==> src/hdl/fer_regs.svh <==
// register offsets, reset values and scaling constants of the readback bank
`ifndef FER_REGS_SVH
`define FER_REGS_SVH
`define FER_ADDR_W        12
`define FER_OFS_BEMF_D    12'h742
`define FER_OFS_BEMF_Q    12'h744
`define FER_OFS_SPEED     12'h752
`define FER_OFS_ANGLE     12'h756
`define FER_OFS_MAX_SPEED 12'h760
`define FER_RST_WORD      32'h00000000
`define FER_RST_MAX_SPEED 32'h00000000
`define FER_FRAC_BITS     27
`define FER_CYCLES_RD     1
`endif

==> src/hdl/fer_pkg.sv <==
// types shared by the estimator readback bank
package fer_pkg;
  typedef logic [31:0] fer_word_t;
  typedef enum logic [2:0] {
    FER_SEL_NONE  = 3'b000,
    FER_SEL_BEMFD = 3'b001,
    FER_SEL_BEMFQ = 3'b010,
    FER_SEL_SPEED = 3'b011,
    FER_SEL_ANGLE = 3'b100,
    FER_SEL_MAXSP = 3'b101
  } fer_sel_t;
endpackage

==> src/hdl/fer_est_if.sv <==
// carrier between the bank top and its word store
`timescale 1ns/1ps
interface fer_est_if;
  import fer_pkg::*;
  logic      wr_en;    // estimator update strobe
  fer_sel_t  wr_sel;   // word being updated
  fer_word_t wr_data;  // new estimate
  logic      rd_en;    // read strobe
  fer_sel_t  rd_sel;   // word being read
  fer_word_t rd_data;  // registered read word
  modport top   (output wr_en, wr_sel, wr_data, rd_en, rd_sel,
                 input rd_data);
  modport store (input wr_en, wr_sel, wr_data, rd_en, rd_sel,
                 output rd_data);
endinterface

==> src/hdl/fer_word_store.sv <==
// holds the four estimate words; read data leave from a register
`timescale 1ns/1ps
`include "fer_regs.svh"
module fer_word_store
  import fer_pkg::*;
(
  input wire logic clock,  // core clock
  input wire logic rst,    // synchronous reset, active high
  fer_est_if.store bus     // update and read side
);
  typedef struct packed {
    fer_word_t [3:0] word;
    fer_word_t       rd;
  } fer_store_t;
  fer_store_t s_q;
  fer_store_t s_d;

  // update one word per strobe; read always samples the stored value
  always_comb begin
    s_d = s_q;
    if (bus.wr_en && bus.wr_sel != FER_SEL_NONE &&
        bus.wr_sel != FER_SEL_MAXSP) begin
      s_d.word[2'(bus.wr_sel - FER_SEL_BEMFD)] = bus.wr_data;
    end
    if (bus.rd_en && bus.rd_sel != FER_SEL_NONE &&
        bus.rd_sel != FER_SEL_MAXSP) begin
      s_d.rd = s_q.word[2'(bus.rd_sel - FER_SEL_BEMFD)];
    end else begin
      s_d.rd = `FER_RST_WORD;
    end
  end

  // every word clears to zero until the estimator first writes it
  always_ff @(posedge clock) begin
    if (rst) begin
      s_q <= '0;
    end else begin
      s_q <= s_d;
    end
  end

  assign bus.rd_data = s_q.rd;
endmodule

==> src/hdl/fer_readback.sv <==
// estimator readback register bank with plain register port
`timescale 1ns/1ps
`include "fer_regs.svh"
module fer_readback
  import fer_pkg::*;
#(
  parameter int ADDR_W = `FER_ADDR_W  // register address width
) (
  input  wire logic              clock,      // core clock, 250 MHz
  input  wire logic              rst,        // sync reset, active high
  input  wire logic [ADDR_W-1:0] addr,       // register address
  input  wire logic [31:0]       wdata,      // write data
  input  wire logic              wr,         // write strobe
  input  wire logic              rd,         // read strobe
  output logic      [31:0]       rdata,      // read data, cycle after rd
  input  wire logic              est_valid,  // estimator update strobe
  input  wire logic [31:0]       est_bemf_d, // new d-axis back-emf
  input  wire logic [31:0]       est_bemf_q, // new q-axis back-emf
  input  wire logic [31:0]       est_speed,  // new speed, unit max speed
  input  wire logic [31:0]       est_angle,  // new angle, unit 360 deg
  output logic      [31:0]       max_speed   // stored max speed, hz
);
  localparam int FRAC = `FER_FRAC_BITS; // binary point of every word

  fer_est_if est ();

  typedef struct packed {
    logic [1:0]  upd_idx;   // word being copied into the store
    logic        upd_busy;  // copy of one estimator sample in progress
    fer_word_t [3:0] snap;  // sample held while copying
    logic        rd_store;  // previous read went to the store
    logic        rd_maxsp;  // previous read hit the max speed word
    fer_word_t   maxsp;     // configured maximum speed
    fer_word_t   rd_maxw;   // max speed read word, zero otherwise
  } fer_top_t;
  fer_top_t t_q;
  fer_top_t t_d;

  // address decode shared by read and write paths
  function automatic fer_sel_t decode(input logic [ADDR_W-1:0] a);
    unique case (a)
      ADDR_W'(`FER_OFS_BEMF_D):    decode = FER_SEL_BEMFD;
      ADDR_W'(`FER_OFS_BEMF_Q):    decode = FER_SEL_BEMFQ;
      ADDR_W'(`FER_OFS_SPEED):     decode = FER_SEL_SPEED;
      ADDR_W'(`FER_OFS_ANGLE):     decode = FER_SEL_ANGLE;
      ADDR_W'(`FER_OFS_MAX_SPEED): decode = FER_SEL_MAXSP;
      default:                     decode = FER_SEL_NONE;
    endcase
  endfunction

  fer_sel_t rsel;
  fer_sel_t wsel;
  assign rsel = rd ? decode(addr) : FER_SEL_NONE;
  assign wsel = wr ? decode(addr) : FER_SEL_NONE;

  // the store takes one word per cycle, so a sample is copied over four
  // cycles; a new sample arriving mid-copy is dropped, trading freshness
  // for a single write port
  always_comb begin
    t_d = t_q;
    if (est_valid && !t_q.upd_busy) begin
      t_d.snap[0]  = est_bemf_d;
      t_d.snap[1]  = est_bemf_q;
      t_d.snap[2]  = est_speed;
      t_d.snap[3]  = est_angle;
      t_d.upd_busy = 1'b1;
      t_d.upd_idx  = 2'h0;
    end else if (t_q.upd_busy) begin
      t_d.upd_idx  = t_q.upd_idx + 2'h1;
      t_d.upd_busy = (t_q.upd_idx != 2'h3);
    end
    // software writes to the estimate words are ignored
    if (wsel == FER_SEL_MAXSP) begin
      t_d.maxsp = wdata;
    end
    t_d.rd_store = (rsel != FER_SEL_NONE) && (rsel != FER_SEL_MAXSP);
    t_d.rd_maxsp = (rsel == FER_SEL_MAXSP);
    t_d.rd_maxw  = (rsel == FER_SEL_MAXSP) ? t_q.maxsp : `FER_RST_WORD;
  end

  // store update port and read port
  assign est.wr_en   = t_q.upd_busy;
  assign est.wr_sel  = fer_sel_t'(3'(t_q.upd_idx) + 3'h1);
  assign est.wr_data = t_q.snap[t_q.upd_idx];
  assign est.rd_en   = (rsel != FER_SEL_NONE);
  assign est.rd_sel  = rsel;

  always_ff @(posedge clock) begin
    if (rst) begin
      t_q       <= '0;
      t_q.maxsp <= `FER_RST_MAX_SPEED;
    end else begin
      t_q <= t_d;
    end
  end

  fer_word_store u_store (
    .clock (clock),
    .rst   (rst),
    .bus   (est)
  );

  // both read registers are zero unless their own word was read, so an
  // or merges them without a second register stage and its extra cycle
  assign rdata = est.rd_data | t_q.rd_maxw;

  // the speed scale factor leaves straight from its register
  always_ff @(posedge clock) begin
    if (rst) begin
      max_speed <= `FER_RST_MAX_SPEED;
    end else begin
      max_speed <= t_d.maxsp;
    end
  end

  // FRAC only documents the binary point; the bank never rescales words
  logic unused_frac;
  assign unused_frac = (FRAC == 0);
endmodule

==> config.mk <==
export PLATFORM = sky130hd
export DESIGN_NAME = fer_readback
export DESIGN_NICKNAME = d
export VERILOG_FILES = /design/src/hdl/fer_pkg.sv /design/src/hdl/fer_est_if.sv /design/src/hdl/fer_word_store.sv /design/src/hdl/fer_readback.sv
export VERILOG_INCLUDE_DIRS = /design/src /design/src/hdl
export SDC_FILE = /design/constraint.sdc
export NUM_CORES = 1
export LEC_CHECK = 0
export BUFFER_PORTS_ARGS = -buffer_cell sky130_fd_sc_hd__buf_2
export CORE_MARGIN = 2
export CORE_UTILIZATION = 45
export DETAILED_ROUTE_END_ITERATION = 10
export PLACE_DENSITY = 0.68
export SLEW_MARGIN = 20
export SYNTH_ARGS = -nofsm -noshare
export SYNTH_HDL_FRONTEND = slang
export SYNTH_SLANG_ARGS = --single-unit
==> constraint.sdc <==
create_clock -name clock -period 2.3 [get_ports clock]
set_input_delay 0.345 -clock clock [delete_from_list [all_inputs] [get_ports clock]]
set_output_delay 0.345 -clock clock [all_outputs]
set_load 0.1 [all_outputs]
== After elaboration in Yosys (flattened, before gate mapping) ==
Index checks and enable logic that the tools add are counted.
Cells by class
  add/sub/neg operators: 4
  magnitude comparators: 4
  equality and inequality tests: 10
  mux-type cells: 13
  bitwise operators: 3
  reductions and logical operators: 11
Operator list (number)
  binary-select mux 32 bit (select 2 bit): 2
  bitwise mux 128 bit: 1
  two-way mux 32 bit: 4
  demux 32 bit (select 2 bit): 1
  == test 12 x 11 -> 1 bit (second input constant): 5
  OR 32 bit: 1
  case mux 3 bit (5 select lines): 1
  < comparator 2 x 3 -> 1 bit (second input constant): 3
  == test 3 bit (second input constant): 2
  two-way mux 3 bit: 2
  inequality test 3 bit (second input constant): 2
  nonzero test 3 bit: 2
  OR reduction 2 bit: 3
  logical AND 1 bit: 5
  subtractor 2 x 1 -> 2 bit (second input constant): 2
  adder 2 x 1 -> 3 bit (second input constant): 1
  adder 2 x 1 -> 2 bit (second input constant): 1
  >= comparator 2 x 1 -> 1 bit (second input constant): 1
  two-way mux 1 bit: 2
  inequality test 2 bit (second input constant): 1
  NOT 1 bit: 2
  logical NOT 1 bit: 1
Storage, ports and cells
  register bits after elaboration: 355
  bits of input ports: 177
  output and inout bits: 64

== Logic depth before layout (Yosys ltp) ==
Gate-level depths: netlist (run 1).
  word-level depth: 7
  gate-level depth with buffers: 12
  mapped depth without buffers: 8

== Modules after synthesis ==
Synthesis (run 1) repeated with hierarchy kept, for this count alone.
Unflattened totals
  cells, all modules: 1573
  area, all modules: 14197.4 sq um
Modules (own cells, without submodules)
  fer_readback: times used 1, cells an instance 865, area each 7840.0 sq um
  fer_word_store: times used 1, cells an instance 708, area each 6357.3 sq um

== Worst setup path after synthesis (run 1) ==
OpenSTA, ideal clock, no wires.
  kind: in2reg
  start: input port addr[1]
  end: register u_store.s_q, in the netlist u_store.bus.rd_data[4]
  arrival time: 2365 ps
  required time: 2169 ps
  slack: -197 ps
  cell stages on the path: 10
  cell sequence: or3b_4 > a21oi_4 > and2_4 > buf_12 > buf_6 > ha_1 > buf_2 > buf_2 > a221oi_1 > a211oi_2
Between the ends
  longest elaborated chain between the ends: 7
  elaborated cells on any way between the ends: 15
  classes of those cells: add/sub (1); eq/ne (6); mux (4); bitwise (1); reduce/logical (3)
RTL lines
  start: declaration: RTL line fer_readback.sv:11  | input wire logic [ADDR_W-1:0] addr,
  == test 12 x 11 -> 1 bit: RTL line fer_readback.sv:41  | unique case (a)
  case mux 3 bit (5 select lines) *: RTL line fer_readback.sv:41
  two-way mux 3 bit *: RTL line fer_readback.sv:53  | assign rsel = rd ? decode(addr) : FER_SEL_NONE;
  parallel branches: the longest is 4 deep, another holds subtractor 2 x 1 -> 2 bit
  end signal: assignment: RTL line fer_word_store.sv:36  | s_q <= '0;
  end signal: assignment: RTL line fer_word_store.sv:38  | s_q <= s_d;
  end: declaration: RTL line fer_word_store.sv:15  | fer_store_t s_q;
Every way passes the cells marked *. The select of a mux whose other input is x is not followed.
A chain may end at the register's enable or synchronous reset.

== Worst setup path after layout (run 1) ==
  start: register t_q[195] in the netlist's numbering
  end: register u_store.s_q[127] in the netlist's numbering
Between the ends
  longest elaborated chain between the ends: 7
  elaborated cells on any way between the ends: 14
  classes of those cells: add/sub (2); order compare (2); eq/ne (1); mux (5); reduce/logical (4)
RTL lines
  start: declaration: RTL line fer_readback.sv:36  | fer_top_t t_q;
  start signal: assignment: RTL line fer_readback.sv:93  | t_q <= t_d;
  adder 2 x 1 -> 3 bit: RTL line fer_readback.sv:83  | assign est.wr_sel = fer_sel_t'(3'(t_q.upd_idx) + 3'h1);
  subtractor 2 x 1 -> 2 bit: RTL line fer_word_store.sv:23  | s_d.word[2'(bus.wr_sel - FER_SEL_BEMFD)] = bus.wr_data;
  < comparator 2 x 3 -> 1 bit (not written as such) or >= comparator 2 x 1 -> 1 bit (tied branches): RTL line fer_word_store.sv:23
  logical AND 1 bit (not written as such): RTL line fer_word_store.sv:23
  two-way mux 32 bit (not written as such): RTL line fer_word_store.sv:23
  demux 32 bit (select 2 bit)
  bitwise mux 128 bit: RTL line fer_word_store.sv:23
Several ways; a longest one is shown, not always the timed one. The select of a mux whose other input is x is not followed.

==> results of run 1 <==
==> cells in the final DEF (no fill, tap or decap), types with 12 or more instances in the layout <==
cell type and count:
nand2_1 516, dfxtp_1 353, a21oi_1 260, buf_2 239, mux2i_1 64, clkbuf_16 41
nor2_1 37, and2_1 35, or2_2 33, nor2b_1 32, mux4_2 32, a211oi_1 28
buf_4 23, a221oi_2 20, buf_12 20, a221oi_1 12
==> registers in the layout, summed over array words and instances, names as in the netlist <==
register	cells
u_store.s_q	128
t_q	162
max_speed	32
u_store.bus.rd_data	32
est.wr_en	1
==> routing by layer <==
metal | wire length (µm) | up-vias
li1 | - | 5698
met1 | 16900 | 5217
met2 | 16000 | 315
met3 | 1810 | 42
met4 | 465 | 2
met5 | 13 | -
==> worst max-delay path, cell delays in order, from the launching register on <==
cell	delay (ns)
dfxtp_2	0.37
buf_4	0.47
mux4_2	0.68
nand2_1	0.11
a21oi_1	0.06
==> where the power goes <==
part           internal, µW  switching [µW]
Clock                  3610            2420
Sequential             6310            79.3
Combinational           376             554
==> worst max path at each step <==
stage,start,end
floorplan,addr[1],u_store.bus.rd_data[21]$_SDFF_PP0_
global placement,addr[1],u_store.bus.rd_data[23]$_SDFF_PP0_
detailed placement,addr[1],u_store.bus.rd_data[23]$_SDFF_PP0_
CTS,u_store.bus.rd_data[13]$_SDFF_PP0_,rdata[13]
global route,t_q[195]$_SDFFE_PP0P_,u_store.s_q[119]$_SDFFE_PP0P_
finish,t_q[195]$_SDFFE_PP0P_,u_store.s_q[127]$_SDFFE_PP0P_
==> cell families (layout without fill, tap and decap cells) <==
group,Yosys count,count (layout)
muxes,97,97
DFF,355,355
AOI/OAI and AO/OA,327,327
buffers and inverters,163,355
and+or+nand+nor,671,671
adders and majority gates,7,7
==> cell type report <==
cell class,count,area share
clock buffers,58,0.0703
inverters,4,0.000880
well taps,402,0.0295
repair buffers,283,0.105
multi-input cells,1102,0.374
flip-flops and latches,355,0.417
clock inverters,10,0.00381
==> through the flow <==
step	cell area, µm²	utilization	worst slack [ns]	hold slack [ns]
after floorplan	14400	-	0.0147	0.432
after global placement	15800	0.504	-0.0385	0.438
after detailed placement	15800	0.504	-0.0201	0.442
after CTS	17100	0.545	0.436	0.0468
after global routing	17100	0.545	0.360	0.0537
final	17100	0.545	0.466	0.0634
==> summary.md, run 1 <==
| Metric | Value |
|---|---|
| Post-synth top flop | dfxtp_1 |
| Setup Viol. Count Final | 0 |
| DR vias | 11274 |
| DP Cell Count | 2146 |
| Synth Net Count | 1804 |
| First-pass GRT wire length | 56200 µm |
| Final min period | 1.83 ns |
| Mapped Area | 14200 µm² |
| Post-synth top area share | 0.500 |
| Top cells by area, synth | dfxtp_1 (50%), nand2_1 (14%), a21oi_1 (9.2%) |
| Post-CTS Resized | 0 |
| Area leader, netlist | dfxtp_1 |
| CP Class | reg2reg |
| Total Power | 13300 µW |
| Hold Path Stages | 3 |
| Number of port buffers | 240 |
| Row cnt | 65 |
| Synthesized flop and latch total | 355 |
| Mux contribution to synthesized area | 0.0968 |
| Setup Buffers After CTS | 0 |
| Post-Synth Adder-Cell Area | 0.00616 |
| Highest clock rate | 545 MHz |
| Longest Clk Path Bufs | 3 |
| Multi-input logic area | 6380 µm² |
| CP endpoint kind | flip-flop |
| Gr ovfl total | 0 |
| Slew HR | 0.602 |
| Die Y | 182 µm |
| Core ar. | 31300 µm² |
| Post-Synth Simple-Gate Area | 0.202 |
| Die W | 182 µm |
| Root buffer cell | clkbuf_16 |
| Die Area | 33000 µm² |
| Status | complete, no violations |
| Critical Path Start Type | flip-flop |
| Routed len/inst | 15.9 µm |
| Leak | 0.00701 µW |
| Diode count | 0 |
| Layout cell share with drive strength beyond 1 | 0.249 |
| TritonCTS clock tree | built |
| YS warnings | 0 |
| Count leader, synth | nand2_1 |
| M1 GR Usage | 0.296 |
| Critical path data arrival time | 2.22 ns |
| Yosys cell types | 36 |
| PD cells | 782 nW/µm² |
| GR Util met2 | 0.340 |
| Final WL | 35200 µm |
| Largest net degree at the start of global routing | 133 |
| Initial Util | 0.454 |
| Sequential share of the synthesized area | 0.500 |
| Setup TNS | 0 ns |
| Post-Synth XOR/XNOR Area | 0 |
| Synth top cells by count | nand2_1 (516), dfxtp_1 (355), a21oi_1 (260) |
| CP required | 2.68 ns |
| Measured slew at the worst slew-check pin | 0.595 ns |
| GRT met3 Usage | 0.0293 |
| Largest family of logic cells by synthesized area | simple AND/OR/NAND/NOR gates |
| Num CTS Buffers | 39 |
| All-layer global routing usage | 0.209 |
| Initial DRC Count | 683 |
| P&R area growth vs syn | 20.0% |
| Post-CTS Hold Fix Bufs | 0 |
| Top-level I/O count | 241 |
| R2r startpoint | t_q[195]$_SDFFE_PP0P_ |
| Syn_area_per_cell | 8.77 µm² |
| Worst-Skew Late Latency | 0.51 ns |
| Busiest layer in global routing | met2 |
| CTS clk-pin slew, worst paths | 0.06 ns |
| Worst-path fanout max | 32 |
| Routed vias/inst | 5.09 |
| Routability cong. | 0.782 |
| # Max-Cap Violations | 0 |
| RSZ-0062 raised after global routing | false |
| Mapped Cells | 1620 |
| Compound-Gate Fraction of Synth Area | 0.132 |
| CTS sink cnt | 355 |
| Number of synthesized flops with an enable pin | 0 |
| Final critical-path share of the clock period | 0.797 |
| Vias in the first global route | 10932 |
| Routed Antenna Nets | 0 |
| FF+latch area | 7110 µm² |
| DRT Pass-1 Iters | 5 |
| Reg2Reg Capture Point | u_store.s_q[127]$_SDFFE_PP0P_ |
| DP HPWL | 22900 µm |
| Min-Delay Endpoint | max_speed[20]$_SDFFE_PP0N_ |
| Ys async rst share | 0 |
| Nets | 1969 |
| H-tree depth | 2 |
| Fillcell total | 2894 |
| Reg2reg setup slack | 0.47 ns |
| Residual DRC | 0 |
| Post-route insts no fill | 2214 |
| Slew Limit Fails | 0 |
| Worst Hold Class | in2reg |
| Worst r2r path cells | 4 |
| Hold Startpoint | wdata[20] |
| Final Skew | 0.00824 ns |
| VDD IR-drop max | 0.000402 V |
| Fin. Hold Viols | 0 |
| Initial antenna violation count | 1 |
(Power assumes the default switching activity.)
==> run 2: changes to the inputs <==
==> constraint.sdc (replaced) <==
create_clock -name clock -period 1.6 [get_ports clock]
set_input_delay 0.24 -clock clock [delete_from_list [all_inputs] [get_ports clock]]
set_output_delay 0.24 -clock clock [all_outputs]
set_load 0.1 [all_outputs]
==> run 2 against run 1 <==
Critical endpoint is now u_store.s_q[136]$_SDFFE_PP0P_. Clock skew up 0.0046 ns. Worst setup slack got worse by 0.48 ns. Die area stayed put. Register-to-register slack worse by 0.48 ns. Maximum frequency rose by 13%. Clock-buffer cell count down 4. Total power up 54%. Sequential power is 44% higher. Clock power rose by 59%. Critical path type unchanged. Largest power group is now the clock network. The flow now finishes with violations (setup timing). Global-route usage increased by 3.7 points. Wire length is 25% higher. Non-clock buffer count increased by 214.
==> summary.md, run 2 (synthesized netlist as in run 1, its figures left out) <==
| Metric | Value |
|---|---|
| Final Skew | 0.0129 ns (+0.00462 ns) |
| VDD IR-drop max | 0.000722 V (+80%) |
| Final critical-path share of the clock period | 1.01 (+0.214) |
| Status | finished with violations |
| Worst-path cell chain | buf_6, buf_12, buf_8, mux4_2, nand2_1, a21oi_1 |
| Commonest non-fill, non-tap cell in the layout | nand2_1 |
| Largest net degree at the start of global routing | 124 (-6.8%) |
| Worst Setup SP | t_q[196]$_SDFFE_PP0P_ |
| RSZ-0062 raised after global routing | true |
| Multi-input logic area | 7060 µm² (+11%) |
| Number of port buffers | 240 (unchanged) |
| All-layer global routing usage | 0.246 (+0.0370) |
| Reg with most FFs | t_q |
| Longest Clk Path Bufs | 3 (unchanged) |
| Die W | 182 µm (unchanged) |
| Worst Hold Class | in2reg |
| DP HPWL | 23300 µm (+1.7%) |
| Slew HR | 0.498 (-0.104) |
| Layout cell share with drive strength beyond 1 | 0.317 (+0.0679) |
| Final core utilization | 0.659 (+0.114) |
| Slew Limit Fails | 0 (unchanged) |
| Hold Startpoint | est_speed[15] |
| Vias in the first global route | 12567 (+15%) |
| CP Class | reg2reg |
| CP required | 1.99 ns (-0.69 ns) |
| Die Y | 182 µm (unchanged) |
| # Max-Cap Violations | 0 (unchanged) |
| P_int | 15900 µW (+54%) |
| Root buffer cell | clkbuf_16 |
| Fin. Hold Viols | 0 (unchanged) |
| Gr ovfl total | 0 (unchanged) |
| Routed vias/inst | 5.30 (+4.1%) |
| Sw Pwr | 4750 µW (+56%) |
| TritonCTS clock tree | built |
| Failing checks | setup timing |
| Routed len/inst | 18.1 µm (+14%) |
| Routability cong. | 0.804 (+2.8%) |
| CP endpoint kind | flip-flop |
| Initial Util | 0.454 (unchanged) |
| DRT Pass-1 Iters | 5 (unchanged) |
| DR vias | 12889 (+14%) |
| Net Sw Frac | 0.230 (+0.00179) |
| Critical path data arrival time | 2.01 ns (-0.21 ns) |
| Core ar. | 31300 µm² (unchanged) |
| R2r startpoint | t_q[196]$_SDFFE_PP0P_ |
| Diode count | 0 (unchanged) |
| CTS sink cnt | 355 (unchanged) |
| Final min period | 1.62 ns (-0.216 ns) |
| Die Area | 33000 µm² (unchanged) |
| Biggest registers after layout | t_q x162, u_store.s_q x128 |
| Routed Antenna Nets | 0 (unchanged) |
| Initial DRC Count | 832 (+22%) |
| FF+latch area | 7120 µm² (+0.14%) |
| DP Cell Count | 2160 (+0.65%) |
| Initial antenna violation count | 1 (unchanged) |
| P&R area growth vs syn | 45.1% |
| Combinational Power Share | 0.090 (+0.020) |
| Nets | 2184 (+11%) |
| Sequential power share | 0.446 (-0.033) |
| Highest clock rate | 618 MHz (+13%) |
| PD cells | 999 nW/µm² (+28%) |
| Setup TNS | -0.0424 ns (-0.0424 ns) |
| Measured slew at the worst slew-check pin | 0.752 ns (+0.157 ns) |
| Worst-Skew Late Latency | 0.53 ns (+0.02 ns) |
| CTS clk-pin slew, worst paths | 0.06 ns (about the same) |
| Clock share of power | 0.463 (+0.012) |
| Num CTS Buffers | 39 (unchanged) |
| Top-level I/O count | 241 (unchanged) |
| Setup Viol. Count Final | 6 (+6) |
| Most frequent cells in the layout | nand2_1 (489), dfxtp_1 (349), a21oi_1 (236) |
| Critical path's largest stage delay | 0.59 ns (-0.09 ns) |
| Residual DRC | 0 (unchanged) |
| Post-route insts no fill | 2432 (+9.8%) |
| Slowest cell on crit path | mux4_2 |
| Row cnt | 65 (unchanged) |
| First-pass GRT wire length | 65600 µm (+17%) |
| Worst-path fanout max | 6 (-81%) |
| Leak | 0.00824 µW (+17%) |
| Final Worst Setup Slack | -0.0184 ns (-0.484 ns) |
| Fillcell total | 2324 (-20%) |
| Final WL | 43900 µm (+25%) |
| Max reg flops | 162 (unchanged) |
| H-tree depth | 2 (unchanged) |
| Critical Path Start Type | flip-flop |
==> run 2: changes by cell type in the layout (fill, tap and decap cells not counted), sizes merged, moves of 3 or more <==
cell | before | now
dlygate4sd3 | 0 | 160
buf | 283 | 323
clkbuf | 58 | 67
bufinv | 0 | 5
clkinv | 7 | 10
==> run 2: area by class of cell <==
| cell class | instances | share of cell area |
|---|---|---|
| timing repair buffer | 497 | 0.220 |
| clock buffer | 54 | 0.0565 |
| clock inverter | 17 | 0.0108 |
| inverter | 4 | 0.00109 |
| sequential | 355 | 0.345 |
| multi-input combinational | 1103 | 0.342 |
| tap | 402 | 0.0244 |
==> run 2: worst paths after layout <==
| path | to | cells past startpoint | slack [ns] |
|---|---|---|---|
| hold / removal | t_q[145]$_SDFFE_PP0P_ | 3 | 0.01 |
| hold reg to reg | t_q[168]$_SDFFE_PP0P_ | 2 | 0.45 |
| setup / recovery | u_store.s_q[136]$_SDFFE_PP0P_ | 6 | -0.02 |
| setup reg to reg | u_store.s_q[136]$_SDFFE_PP0P_ | 6 | -0.02 |
==> run 2: what timing repair did <==
item                                    CTS  global route
setup buffers                            13            15
gates cloned                              7             9
endpoints found under the setup margin  190           131
endpoints found under the hold margin   159             0
hold buffers                            160             0
pin swaps                                36            70
resized for setup                       103           177
==> run 2: layer usage <==
metal	up-vias	track usage	part of all wire
li1	6159	-	-
met1	6123	0.330	0.43
met2	530	0.409	0.48
met3	75	0.0443	0.072
met4	2	0.0676	0.021
met5	-	0	0.00030
==> run 2: per-stage QoR <==
stage / total power (µW) / area [µm²] / setup WS [ns] / hold slack, ns
6_report: 20600 / 20600 / -0.0184 / 0.0108
5_1_grt: 21300 / 20600 / -0.0679 / 0.0104
4_1_cts: 20600 / 19600 / -0.0145 / 0.00361
3_5_place_dp: 10800 / 16000 / -0.690 / 0.446
3_3_place_gp: 10700 / 16000 / -0.673 / 0.438
2_1_floorplan: 10200 / 14700 / -0.554 / 0.376
==> run 2: critical path, delay by kind of cell, from the launching register on <==
| family | cells | cell delay [ns] |
|---|---|---|
| and+or+nand+nor | 1 | 0.10 |
| DFF | 1 | 0.39 |
| muxes | 1 | 0.59 |
| buffers and inverters | 3 | 0.34 |
| AOI/OAI and AO/OA | 1 | 0.06 |
==> run 2: power by group through the flow <==
stage | logic, µW | registers (µW) | clock network [µW]
after global routing | 2010 | 9220 | 10100
after global placement | 1360 | 9380 | 0
final | 1870 | 9200 | 9550
after CTS | 1700 | 9190 | 9680
after detailed placement | 1370 | 9390 | 0
after floorplan | 848 | 9350 | 0
